$ cat src/design/cafc_consts.svh
// Named offsets, field positions, reset values and bus codes of the filter control block.
`ifndef CAFC_CONSTS_SVH
`define CAFC_CONSTS_SVH

`define CAFC_BYTE_W        8
`define CAFC_FILT_PER_GRP  4
`define CAFC_MAX_FILT      16
`define CAFC_MAX_GRP       4
`define CAFC_ON_BIT        7
`define CAFC_MASK_HI       6
`define CAFC_MASK_LO       5
`define CAFC_FIFO_HI       4
`define CAFC_FIFO_LO       0
`define CAFC_FILT_RST      8'h00
`define CAFC_STAT_RST      16'h0000
`define CAFC_GRP_OFS_STEP  8'h04
`define CAFC_STAT_OFS      8'h10
`define CAFC_REGION_MASK   32'hFFFF_FF00
`define CAFC_OFS_HI        7
`define CAFC_ALIGN_MASK    8'hFC
`define CAFC_LANE_HI       1
`define CAFC_STAT_LANES    2
`define CAFC_SEL_NONE      4'hE
`define CAFC_SEL_STAT      4'hF
`define CAFC_HTRANS_ACT    1
`define CAFC_HSIZE_BYTE    3'h0
`define CAFC_HSIZE_HALF    3'h1
`define CAFC_HSIZE_WORD    3'h2
`define CAFC_HRESP_OKAY    1'h0
`define CAFC_BE_NONE       4'h0
`define CAFC_BE_ALL        4'hF
`define CAFC_BE_LO_HALF    4'h3
`define CAFC_BE_HI_HALF    4'hC
`define CAFC_BE_BYTE0      4'h1
`define CAFC_WORD_ZERO     32'h0000_0000

`endif

$ cat src/design/cafc_pkg.sv
// Types shared by the filter control block and its slot and routing modules.
package cafc_pkg;

    typedef struct packed {
        logic       on;
        logic [1:0] mask;
        logic [4:0] fifo;
    } cafc_filt_t;

    typedef struct packed {
        logic       wr;
        logic       rd;
        logic [3:0] sel;
        logic [3:0] be;
    } cafc_aphase_t;

    typedef struct packed {
        cafc_aphase_t ap;
        logic [31:0]  rdata;
        logic         ready;
        logic         resp;
        logic [15:0]  sticky;
    } cafc_top_st_t;

    typedef struct packed {
        logic       accept;
        logic [4:0] fifo;
        logic [1:0] mask;
        logic [3:0] filt;
    } cafc_route_t;

endpackage

$ cat src/design/cafc_filter_slot.sv
// One filter's settings byte with the lock on mask and FIFO choice while the filter is on.
`timescale 1ns/1ns
`default_nettype none
`include "cafc_consts.svh"

module cafc_filter_slot
    import cafc_pkg::*;
(
    input  wire logic       clk_i,      // Block clock.
    input  wire logic       rst_n_i,    // Synchronous reset, active low.
    input  wire logic       wr_en_i,    // Write strobe for this filter's byte.
    input  wire logic [7:0] wr_byte_i,  // Byte written by software.
    output var  cafc_filt_t cfg_o,      // Current settings.
    output var  cafc_filt_t cfg_nxt_o,  // Settings after this cycle's write.
    output var  logic       lock_hit_o  // Write tried to change locked fields.
);

    cafc_filt_t st_r;
    cafc_filt_t st_nxt;
    logic       lock_hit;

    always_comb begin
        st_nxt   = st_r;
        lock_hit = 1'b0;
        if (wr_en_i) begin
            st_nxt.on = wr_byte_i[`CAFC_ON_BIT];
            if (!st_r.on) begin
                st_nxt.mask = wr_byte_i[`CAFC_MASK_HI:`CAFC_MASK_LO];
                st_nxt.fifo = wr_byte_i[`CAFC_FIFO_HI:`CAFC_FIFO_LO];
            end else if ((wr_byte_i[`CAFC_MASK_HI:`CAFC_MASK_LO] != st_r.mask) ||
                         (wr_byte_i[`CAFC_FIFO_HI:`CAFC_FIFO_LO] != st_r.fifo)) begin
                // Fields stay as they are; software must switch the filter off first.
                lock_hit = 1'b1;
            end
        end
    end

    always_ff @(posedge clk_i) begin
        if (!rst_n_i) begin
            st_r <= cafc_filt_t'(`CAFC_FILT_RST);
        end else begin
            st_r <= st_nxt;
        end
    end

    assign cfg_o      = st_r;
    assign cfg_nxt_o  = st_nxt;
    assign lock_hit_o = lock_hit;

endmodule
`default_nettype wire

$ cat src/design/cafc_route.sv
// Picks the accepting filter for a match strobe and reports its FIFO and mask choice.
`timescale 1ns/1ns
`default_nettype none
`include "cafc_consts.svh"

module cafc_route
    import cafc_pkg::*;
#(
    parameter int NF = 8
)
(
    input  wire logic                  clk_i,   // Block clock.
    input  wire logic                  rst_n_i, // Synchronous reset, active low.
    input  wire logic                  stb_i,   // Match result valid, one cycle.
    input  wire logic       [NF-1:0]   hit_i,   // Identifier matched filter i.
    input  wire cafc_filt_t [NF-1:0]   cfg_i,   // Filter settings.
    output var  cafc_route_t           route_o  // Registered routing decision.
);

    cafc_route_t st_r;
    cafc_route_t st_nxt;
    logic        found;

    // The winning filter index is four bits wide.
    if (NF < 1 || NF > `CAFC_MAX_FILT) begin : g_check
        $error("NF must lie between 1 and 16");
    end

    always_comb begin
        st_nxt        = st_r;
        st_nxt.accept = 1'b0;
        found         = 1'b0;
        if (stb_i) begin
            // The lowest numbered enabled filter that matched takes the message.
            for (int i = 0; i < NF; i++) begin
                if (!found && hit_i[i] && cfg_i[i].on) begin
                    found         = 1'b1;
                    st_nxt.accept = 1'b1;
                    st_nxt.fifo   = cfg_i[i].fifo;
                    st_nxt.mask   = cfg_i[i].mask;
                    st_nxt.filt   = 4'(i);
                end
            end
        end
    end

    always_ff @(posedge clk_i) begin
        if (!rst_n_i) begin
            st_r <= '0;
        end else begin
            st_r <= st_nxt;
        end
    end

    assign route_o = st_r;

endmodule
`default_nettype wire

$ cat src/design/cafc_top.sv
// AHB-Lite register bank for receive acceptance filters with routing of matches to FIFOs.
//
// Notes on behaviour
// Each byte holds on bit, mask, FIFO.
// On bit set enables, clear disables filter.
// Two-bit mask choice selects mask zero-three.
// Matching message goes to chosen FIFO index.
// Mask and FIFO change only while off.
// Disabled filter never accepts or routes messages.
//
// Our own choices: the AHB-Lite slave port and the address map.
`timescale 1ns/1ns
`default_nettype none
`include "cafc_consts.svh"

module cafc_top
    import cafc_pkg::*;
#(
    parameter int          N_GROUPS  = 2,
    parameter logic [31:0] BASE_ADDR = 32'h0000_0000
)
(
    input  wire logic                              REF_CLK_I,      // Block clock, 100 MHz.
    input  wire logic                              RST_N_I,        // Sync reset, active low.
    input  wire logic                              HSEL_I,         // AHB slave select.
    input  wire logic [31:0]                       HADDR_I,        // AHB address.
    input  wire logic [1:0]                        HTRANS_I,       // AHB transfer type.
    input  wire logic                              HWRITE_I,       // AHB write.
    input  wire logic [2:0]                        HSIZE_I,        // AHB transfer size.
    input  wire logic [31:0]                       HWDATA_I,       // AHB write data.
    input  wire logic                              HREADY_I,       // AHB bus ready.
    output var  logic [31:0]                       HRDATA_O,       // AHB read data.
    output var  logic                              HREADYOUT_O,    // AHB slave ready.
    output var  logic                              HRESP_O,        // AHB response.
    input  wire logic                              MATCH_STB_I,    // Match result valid.
    input  wire logic [N_GROUPS*4-1:0]             MATCH_HIT_I,    // Per-filter identifier hit.
    output var  cafc_filt_t [N_GROUPS*4-1:0]       FILT_CFG_O,     // Settings per filter.
    output var  logic                              ROUTE_ACCEPT_O, // Message accepted, pulse.
    output var  logic [4:0]                        ROUTE_FIFO_O,   // Destination FIFO.
    output var  logic [1:0]                        ROUTE_MASK_O,   // Mask of winning filter.
    output var  logic [3:0]                        ROUTE_FILT_O    // Winning filter index.
);

    localparam int NF = N_GROUPS * `CAFC_FILT_PER_GRP;

    localparam cafc_top_st_t ST_RST = '{
        ap:     '0,
        rdata:  `CAFC_WORD_ZERO,
        ready:  1'b1,
        resp:   `CAFC_HRESP_OKAY,
        sticky: `CAFC_STAT_RST
    };

    if (N_GROUPS < 1 || N_GROUPS > `CAFC_MAX_GRP) begin : g_check
        $error("N_GROUPS must lie between 1 and 4");
    end

    // Byte lanes touched by a transfer of the given size at the given low address bits.
    function automatic logic [3:0] cafc_byte_en(input logic [2:0] size,
                                                input logic [1:0] lo);
        logic [3:0] be;
        be = `CAFC_BE_NONE;
        case (size)
            `CAFC_HSIZE_BYTE: begin
                be = 4'(`CAFC_BE_BYTE0 << lo);
            end
            `CAFC_HSIZE_HALF: begin
                be = lo[1] ? `CAFC_BE_HI_HALF : `CAFC_BE_LO_HALF;
            end
            `CAFC_HSIZE_WORD: begin
                be = `CAFC_BE_ALL;
            end
            default: begin
                be = `CAFC_BE_NONE;
            end
        endcase
        return be;
    endfunction

    // Register selected by an address: a group index, the status word, or nothing.
    function automatic logic [3:0] cafc_decode(input logic [31:0] addr);
        logic [3:0] sel;
        logic [7:0] ofs;
        sel = `CAFC_SEL_NONE;
        ofs = addr[`CAFC_OFS_HI:0] & `CAFC_ALIGN_MASK;
        if ((addr & `CAFC_REGION_MASK) == (BASE_ADDR & `CAFC_REGION_MASK)) begin
            if (ofs == `CAFC_STAT_OFS) begin
                sel = `CAFC_SEL_STAT;
            end
            for (int g = 0; g < N_GROUPS; g++) begin
                if (ofs == 8'(g * `CAFC_GRP_OFS_STEP)) begin
                    sel = 4'(g);
                end
            end
        end
        return sel;
    endfunction

    cafc_top_st_t              st_r;
    cafc_top_st_t              st_nxt;
    logic        [NF-1:0]      slot_we;
    logic        [NF-1:0][7:0] slot_wb;
    logic        [NF-1:0]      slot_lock;
    cafc_filt_t  [NF-1:0]      slot_cfg;
    cafc_filt_t  [NF-1:0]      slot_cfg_nxt;
    cafc_route_t               route;
    logic        [3:0]         rd_sel;
    logic        [15:0]        clr_bits;
    logic        [15:0]        set_bits;
    logic        [31:0]        rd_word;

    for (genvar i = 0; i < NF; i++) begin : g_slot
        cafc_filter_slot u_slot (
            .clk_i      (REF_CLK_I),
            .rst_n_i    (RST_N_I),
            .wr_en_i    (slot_we[i]),
            .wr_byte_i  (slot_wb[i]),
            .cfg_o      (slot_cfg[i]),
            .cfg_nxt_o  (slot_cfg_nxt[i]),
            .lock_hit_o (slot_lock[i])
        );
    end

    cafc_route #(
        .NF (NF)
    ) u_route (
        .clk_i   (REF_CLK_I),
        .rst_n_i (RST_N_I),
        .stb_i   (MATCH_STB_I),
        .hit_i   (MATCH_HIT_I),
        .cfg_i   (slot_cfg),
        .route_o (route)
    );

    always_comb begin
        st_nxt   = st_r;
        clr_bits = '0;
        set_bits = '0;
        rd_sel   = `CAFC_SEL_NONE;
        rd_word  = `CAFC_WORD_ZERO;

        // Data phase of the write taken last cycle; each filter owns one byte lane.
        for (int i = 0; i < NF; i++) begin
            slot_we[i] = st_r.ap.wr &&
                         (st_r.ap.sel == 4'(i / `CAFC_FILT_PER_GRP)) &&
                         st_r.ap.be[i % `CAFC_FILT_PER_GRP];
            slot_wb[i] = HWDATA_I[(i % `CAFC_FILT_PER_GRP) * `CAFC_BYTE_W +: `CAFC_BYTE_W];
            set_bits[i] = slot_lock[i];
        end

        // Lock violations are sticky; write one to clear, a new violation wins.
        if (st_r.ap.wr && st_r.ap.sel == `CAFC_SEL_STAT) begin
            for (int k = 0; k < `CAFC_STAT_LANES; k++) begin
                if (st_r.ap.be[k]) begin
                    clr_bits[k * `CAFC_BYTE_W +: `CAFC_BYTE_W] =
                        HWDATA_I[k * `CAFC_BYTE_W +: `CAFC_BYTE_W];
                end
            end
        end
        st_nxt.sticky = (st_r.sticky & ~clr_bits) | set_bits;

        // Address phase; the slave never stalls, so every phase completes at once.
        st_nxt.ap    = '0;
        st_nxt.ready = 1'b1;
        st_nxt.resp  = `CAFC_HRESP_OKAY;
        if (HSEL_I && HREADY_I && HTRANS_I[`CAFC_HTRANS_ACT]) begin
            st_nxt.ap.sel = cafc_decode(HADDR_I);
            st_nxt.ap.be  = cafc_byte_en(HSIZE_I, HADDR_I[`CAFC_LANE_HI:0]);
            st_nxt.ap.wr  = HWRITE_I;
            st_nxt.ap.rd  = !HWRITE_I;
            rd_sel        = HWRITE_I ? `CAFC_SEL_NONE : st_nxt.ap.sel;
        end

        // Reads see the effect of a write whose data phase overlaps them.
        if (rd_sel == `CAFC_SEL_STAT) begin
            rd_word[NF-1:0] = st_nxt.sticky[NF-1:0];
        end else if (rd_sel != `CAFC_SEL_NONE) begin
            for (int i = 0; i < NF; i++) begin
                if (rd_sel == 4'(i / `CAFC_FILT_PER_GRP)) begin
                    rd_word[(i % `CAFC_FILT_PER_GRP) * `CAFC_BYTE_W +: `CAFC_BYTE_W] =
                        slot_cfg_nxt[i];
                end
            end
        end
        st_nxt.rdata = rd_word;
    end

    always_ff @(posedge REF_CLK_I) begin
        if (!RST_N_I) begin
            st_r <= ST_RST;
        end else begin
            st_r <= st_nxt;
        end
    end

    assign HRDATA_O       = st_r.rdata;
    assign HREADYOUT_O    = st_r.ready;
    assign HRESP_O        = st_r.resp;
    assign FILT_CFG_O     = slot_cfg;
    assign ROUTE_ACCEPT_O = route.accept;
    assign ROUTE_FIFO_O   = route.fifo;
    assign ROUTE_MASK_O   = route.mask;
    assign ROUTE_FILT_O   = route.filt;

endmodule
`default_nettype wire

$ cat config.mk
export PLATFORM = sky130hd
export DESIGN_NAME = cafc_top
export DESIGN_NICKNAME = d
export VERILOG_FILES = /design/src/design/cafc_pkg.sv /design/src/design/cafc_filter_slot.sv /design/src/design/cafc_route.sv /design/src/design/cafc_top.sv
export VERILOG_INCLUDE_DIRS = /design/src /design/src/design
export SDC_FILE = /design/constraint.sdc
export NUM_CORES = 1
export LEC_CHECK = 0
export BUFFER_PORTS_ARGS = -buffer_cell sky130_fd_sc_hd__buf_2
export CORE_UTILIZATION = 51
export CTS_BUF_LIST = sky130_fd_sc_hd__clkbuf_16
export DETAILED_ROUTE_END_ITERATION = 12
export PLACE_DENSITY = 0.87
export SLEW_MARGIN = 5
export SYNTH_ARGS = -nofsm -noshare
export SYNTH_HDL_FRONTEND = slang
export SYNTH_SLANG_ARGS = --single-unit
$ cat constraint.sdc
create_clock -name REF_CLK_I -period 3.04 [get_ports REF_CLK_I]
set_clock_uncertainty 0.05 [all_clocks]
set_input_delay 0.76 -clock REF_CLK_I [delete_from_list [all_inputs] [get_ports REF_CLK_I]]
set_output_delay 0.76 -clock REF_CLK_I [all_outputs]
set_load 0.05 [all_outputs]
==> metrics.cfg, run 1 <==
[timing]
slew_viol_final=0
fin_ws_ns=0.719
max_slew_margin=0.460
grt_setup_unrepaired=no
worst_pin_slew_ns=0.807
hold_viol=0
finalCriticalPeriod_ns=2.32
final.setup.tns_ns=0
finalSetupViolations=0
fmax_ghz=0.431
min_period_over_period=0.763
timing.hold.ws_ns=0.448

[synth]
synth_seq_cells=122
synth_top_flop_cell=dfxtp_1
synth_area_leader_cell=dfxtp_1
synth_area_leaders=dfxtp_1 40%, mux2i_1 9.4%, nor2_1 6.5%
synth_cell_type_count=66
synth_compound_area_frac=0.170
synth_commonest_cells=122 x dfxtp_1, 105 x nor2_1, 57 x mux2i_1, 35 x buf_4, 29 x xor2_1
synthMuxAreaShare=0.0943
synth_fa_ha_area_frac=0
synth_area_mm2=0.00605
synth-edff-count=0
synth_top_family_by_area=simple AND/OR/NAND/NOR gates
yosysMostFrequentCell=dfxtp_1
synth-xor-area-share=0.0825
syn_inst=663
yosys_warnings=0
yosys.area_share.simple=0.173
async_flop_share=0
yosysSeqAreaShare=0.404
syn-mean-instance-area_um2=9.13
yosys.area.top_type_share=0.404

[clock_tree]
clockRootBuffer=clkbuf_16
clock-sinks=122
clkTransAtPathRegs_ns=0.06
cts_hold_buf=0
cts_tree=yes
postCtsSetupBuffers=0
clock_path_buffers=2
cts-htree-levels=4
clkLatencyLatePin_ns=0.42
cts_buffers=17
cts_resized=0

[route]
first_pass_iters=7
vias=5848
viasPerCell=6.02
drtAntennaViolNets=0
first_iter_violations=607
drc=0
wire_per_inst_um=19.6
routed_wl_mm=19.1

[floorplan]
die-area_mm2=0.0123
start_util=0.528
die_y_um=111
rows=39
coreArea_mm2=0.0115
die_w_um=111
pin_count=193

[worst_setup_path]
max_stage_delay_ns=0.53
cp.required_ns=3.30
startpoint=HADDR_I[12]
worstSetupPathType=input port to flop
cp_cell_sequence=buf_2 > or4_1 > nor2_2 > nand4_1 > buf_4 > o32a_1 > o31ai_1
setup.worst_path.start_class=input port
rr_startpoint=st_r[59]
cp_slowest_cell=or4_1
worst_ep_arrival_time_ns=2.58
critPathMaxFanout=29
endpoint_kind=flop

[grt]
gr-usage-met3=0.0760
grt_pass1_vias=5612
busiest_layer=met2
met1_usage=0.386
grt.total_usage=0.311
grt_pass1_wl_mm=30.1
antenna_found_initial=3
grt_max_degree=37
grt-ovfl-total=0
use_met2=0.516

[placed_design]
hpwl_mm=13.6
gp_congestion=0.950
numPortBuffers=188
dp_slack_ns=0.383
placed_cells=936

[pwr]
leakage_nw=3.19
power_mw=3.87
power_density_mw_per_mm2=518
worst_ir_drop_vdd_mv=0.386

[hold_path]
hold_start=u_route.route_o[1]
hold_path.class=flop to flop

[layout]
layout.nets=895
drive_above_1_share=0.299
syn2layout_area_growth_pct=23.5
fin_cells=971

[job]
maxCapViolCount=0

[outcome]
outcome=finished, final reports clean

==> power breakdown <==
part	internal, mW	switching [mW]
Sequential	1.60	0.00232
Clock	1.30	0.791
Combinational	0.0706	0.104
Total	2.98	0.897
==> cells in the final DEF, fill, tap and decap left out, types with 7 or more instances in the layout <==
cell / count
nor4_1: 12
nand4_1: 13
o31ai_1: 8
mux2i_1: 57
nor2_1: 105
dfxtp_1: 122
xnor2_1: 28
a32o_1: 8
o21ai_0: 18
clkbuf_16: 17
nand3_1: 12
nand2_1: 21
a31oi_1: 9
o22a_1: 24
a21oi_1: 22
inv_1: 8
xor2_1: 29
buf_2: 188
buf_4: 11
a21boi_0: 7
==> flip-flops by register name (all words and copies together) (netlist names) <==
| register | flops |
|---|---|
| g_slot.u_slot.cfg_o | 64 |
| HRDATA_O | 32 |
| st_r | 15 |
| u_route.route_o | 11 |
==> routing by layer <==
layer / routed length [um] / up-vias
met2: 8900 / 402
met5: 0 / -
li1: - / 2668
met1: 7530 / 2728
met3: 2070 / 50
met4: 578 / 0
==> cell families (layout without fill, tap and decap cells) <==
logic type,Yosys count,in the layout
xor+xnor,57,57
compound gates,135,135
simple gates,210,210
mux,57,57
flops,122,122
other cells,2,6
buf+inv,80,241
==> final timing paths <==
kind | end | slack (ns) | depth (start not counted)
worst max register to register | HRDATA_O[0] | 0.81 | 5
worst min-delay path | u_route.route_o[1] | 0.45 | 2
worst max-delay path | HRDATA_O[0] | 0.72 | 7
worst min register to register | u_route.route_o[1] | 0.45 | 2
==> metrics by stage <==
step,util,instance area (um2)
floorplan,-,6060
finish,0.652,7470
global placement,0.598,6850
CTS,0.651,7460
detailed placement,0.598,6850
global route,0.652,7470
==> cell type report <==
| class | count | area (um2) |
|---|---|---|
| diodes | 3 | 7.51 |
| flip-flops and latches | 122 | 2440 |
| inverters | 9 | 33.8 |
| multi-input cells | 462 | 3150 |
| clock buffers | 17 | 425 |
| fillers | 915 | 4000 |
| well taps | 143 | 179 |
| clock inverters | 15 | 186 |
| repair buffers | 200 | 1040 |
==> critical path: cells and delay by family <==
kind,cells,cell delay (ns)
AND/OR/NAND/NOR,3,0.96
AO/OA/AOI/OAI,2,0.48
buffers and inverters,2,0.37
Note: power is estimated with default switching activity, not from simulation.
==> run 2: changes to the inputs <==
--- a/config.mk
+++ b/config.mk
@@ -6,11 +6,12 @@
 export SDC_FILE = /design/constraint.sdc
 export NUM_CORES = 1
 export LEC_CHECK = 0
+export ABC_AREA = 1
 export BUFFER_PORTS_ARGS = -buffer_cell sky130_fd_sc_hd__buf_2
-export CORE_UTILIZATION = 51
+export CORE_UTILIZATION = 53
 export CTS_BUF_LIST = sky130_fd_sc_hd__clkbuf_16
 export DETAILED_ROUTE_END_ITERATION = 12
-export PLACE_DENSITY = 0.87
+export PLACE_DENSITY = 0.88
 export SLEW_MARGIN = 5
 export SYNTH_ARGS = -nofsm -noshare
 export SYNTH_HDL_FRONTEND = slang
==> constraint.sdc (replaced) <==
create_clock -name REF_CLK_I -period 2.3 [get_ports REF_CLK_I]
set_clock_uncertainty 0.05 [all_clocks]
set_input_delay 0.575 -clock REF_CLK_I [delete_from_list [all_inputs] [get_ports REF_CLK_I]]
set_output_delay 0.575 -clock REF_CLK_I [all_outputs]
set_load 0.05 [all_outputs]
==> run 2 against run 1 <==
Against the previous run: cell count up 42%; combinational power up 43%; sequential share of layout area fell by 3.4 points; highest routed layer unchanged.
==> metrics.cfg, run 2 <==
[outcome]
outcome=finished, final reports clean

[synth]
synth_top_flop_cell=dfxtp_1
synth_cell_type_count=35  ; -47%
synth_area_leader_cell=dfxtp_1
yosys.area.top_type_share=0.356  ; -0.0473
synth_area_mm2=0.00686  ; +13%
synth-edff-count=0  ; unchanged
yosys_warnings=0  ; unchanged
synth_area_leaders=dfxtp_1 36%, nand2_1 13%, inv_1 7.8%
syn-mean-instance-area_um2=6.61  ; -28%
synth_seq_cells=122  ; unchanged
syn_inst=1037  ; +56%
synth_commonest_cells=239 x nand2_1, 142 x inv_1, 136 x nor2_1, 122 x dfxtp_1, 84 x nand3_1
yosysMostFrequentCell=nand2_1
yosysSeqAreaShare=0.356  ; -0.0473
async_flop_share=0  ; unchanged

[layout]
layout.nets=1276  ; +43%
nFillCells=1125  ; +23%
drive_above_1_share=0.215  ; -0.0846
largest_reg_flops=64  ; unchanged
antenna_cells=0  ; -3
layout_common_cells=239 x nand2_1, 188 x buf_2, 141 x inv_1, 134 x nor2_1, 122 x dfxtp_1
syn2layout_area_growth_pct=21.8
final_common_cell=nand2_1

[clock_tree]
cts_tree=yes
cts_resized=0  ; unchanged
clkTransAtPathRegs_ns=0.05  ; about the same
clock-sinks=122  ; unchanged
cts_buffers=17  ; unchanged
clock_path_buffers=2  ; unchanged
cts_hold_buf=0  ; unchanged
cts-htree-levels=4  ; unchanged
clkLatencyLatePin_ns=0.42  ; about the same
postCtsSetupBuffers=0  ; unchanged
clockRootBuffer=clkbuf_16

[route]
drc=0  ; unchanged
first_pass_iters=5  ; -2
drtAntennaViolNets=0  ; unchanged
routed_wl_mm=20.5  ; +7.3%
first_iter_violations=873  ; +44%
wire_per_inst_um=14.9  ; -24%
vias=7366  ; +26%
viasPerCell=5.35  ; -11%

[timing]
fmax_ghz=0.498
grt_setup_unrepaired=no
finalSetupViolations=0  ; unchanged
worst_pin_slew_ns=0.547  ; -0.260 ns
fin_ws_ns=0.292  ; -0.428 ns
final.setup.tns_ns=0  ; unchanged
hold_viol=0  ; unchanged
max_slew_margin=0.635  ; +0.175
timing.hold.ws_ns=0.345  ; -0.102 ns
min_period_over_period=0.873
finalCriticalPeriod_ns=2.01
slew_viol_final=0  ; unchanged

[grt]
grt-ovfl-total=0  ; unchanged
grt.total_usage=0.314  ; +0.00338
grt_pass1_wl_mm=32.1  ; +6.6%
grt_max_degree=35  ; -5.4%
grt_pass1_vias=6539  ; +17%
antenna_found_initial=0  ; -3

[pwr]
power_switching_share=0.219  ; -0.0124
leakage_nw=4.10  ; +29%
seqPwrFrac=0.413  ; about the same
clockPowerShare=0.538  ; -0.003
power_density_mw_per_mm2=613  ; +18%
p_sw_mw=1.12  ; +25%
power_mw=5.12  ; +32%
combPwrFrac=0.049  ; +0.004
worst_ir_drop_vdd_mv=0.487  ; +26%
intPower_mw=4.00  ; +34%

[worst_setup_path]
worst_path_most_repeated_cell=nand2_1
path_buf_inv=2  ; unchanged
worstSetupPathType=flop to flop
endpoint_kind=flop
cp_slowest_cell=nor2_2
worst_ep_arrival_time_ns=2.29  ; -0.29 ns
cp.required_ns=2.58  ; -0.72 ns
setup.worst_path.start_class=flop
cp_cell_sequence=inv_1 > nor2_1 > nand2_1 > inv_1 > nand2_1 > nor2_2 > nand2_1 > o21ai_0 > nand3_1 > a21oi_1
critPathMaxFanout=14  ; -52%
max_stage_delay_ns=0.47  ; -0.06 ns
cpLargestDelayFamily=simple AND/OR/NAND/NOR gates

[floorplan]
die-area_mm2=0.0134  ; +8.8%
pin_count=193  ; unchanged
die_w_um=116  ; +4.3%
rows=41  ; +5.1%
die_y_um=116  ; +4.3%
coreArea_mm2=0.0126  ; +10%
start_util=0.543  ; +0.0155

[placed_design]
dp_slack_ns=0.0978  ; -0.286 ns
hpwl_mm=15.1  ; +11%
gp_congestion=0.947  ; -0.34%
numPortBuffers=188  ; unchanged

[hold_path]
hold_path.class=input port to flop

[job]
maxCapViolCount=0  ; unchanged

==> run 2: per-layer routing <==
layer | up-vias | global-route usage | part of all wire
met3 | 66 | 0.0800 | 0.10
li1 | 3563 | - | -
met4 | 0 | 0.145 | 0.037
met1 | 3288 | 0.399 | 0.41
met2 | 449 | 0.503 | 0.45
met5 | - | 0 | 0
==> run 2: final timing paths <==
path | startpoint | slack, ns | endpoint | depth (start not counted)
max | st_r[59] | 0.29 | HRDATA_O[24] | 10
min | HWRITE_I | 0.35 | st_r[59] | 3
max reg2reg | st_r[59] | 0.29 | HRDATA_O[24] | 10
min reg2reg | u_route.route_o[1] | 0.40 | u_route.route_o[1] | 2
==> run 2: final cells by class <==
class | count | area (um2) | area share
Timing Repair Buffer | 205 | 1090 | 0.131
Tap cell | 172 | 215 | 0.0258
Clock buffer | 17 | 425 | 0.0509
Inverter | 146 | 548 | 0.0656
Multi-Input combinational cell | 701 | 3450 | 0.413
Sequential cell | 122 | 2440 | 0.292
Clock inverter | 15 | 181 | 0.0217
==> run 2: stage by stage <==
step	cell area (um2)	cells	util
2_1_floorplan	6860	1038	-
4_1_cts	8350	1378	0.662
3_5_place_dp	7750	1346	0.614
3_3_place_gp	7750	1346	0.614
5_1_grt	8350	1378	0.662
6_report	8350	1378	0.662
==> run 2: logic make-up (layout without fill, tap and decap cells) <==
group | Yosys count | after routing | synth area share
XOR/XNOR | 47 | 47 | 0.0600
AND/OR/NAND/NOR | 536 | 536 | 0.347
AO/OA/AOI/OAI | 115 | 115 | 0.0925
other | 2 | 3 | 0.00110
buffers and inverters | 215 | 383 | 0.143
flip-flops | 122 | 122 | 0.356
==> run 2: power by group through the flow <==
stage	clock, mW	combinational [mW]	sequential, mW
after floorplan	0	0.115	2.16
after global placement	0	0.240	2.16
after detailed placement	0	0.244	2.16
after CTS	2.77	0.245	2.12
after global routing	2.87	0.271	2.12
final	2.76	0.249	2.12
==> run 2: worst reg2reg max path: stages, from the launching register on <==
cell	delay, ns
dfxtp_1	0.35
inv_1	0.08
nor2_1	0.09
nand2_1	0.07
inv_1	0.09
nand2_1	0.15
nor2_2	0.47
nand2_1	0.13
o21ai_0	0.13
nand3_1	0.12
a21oi_1	0.21
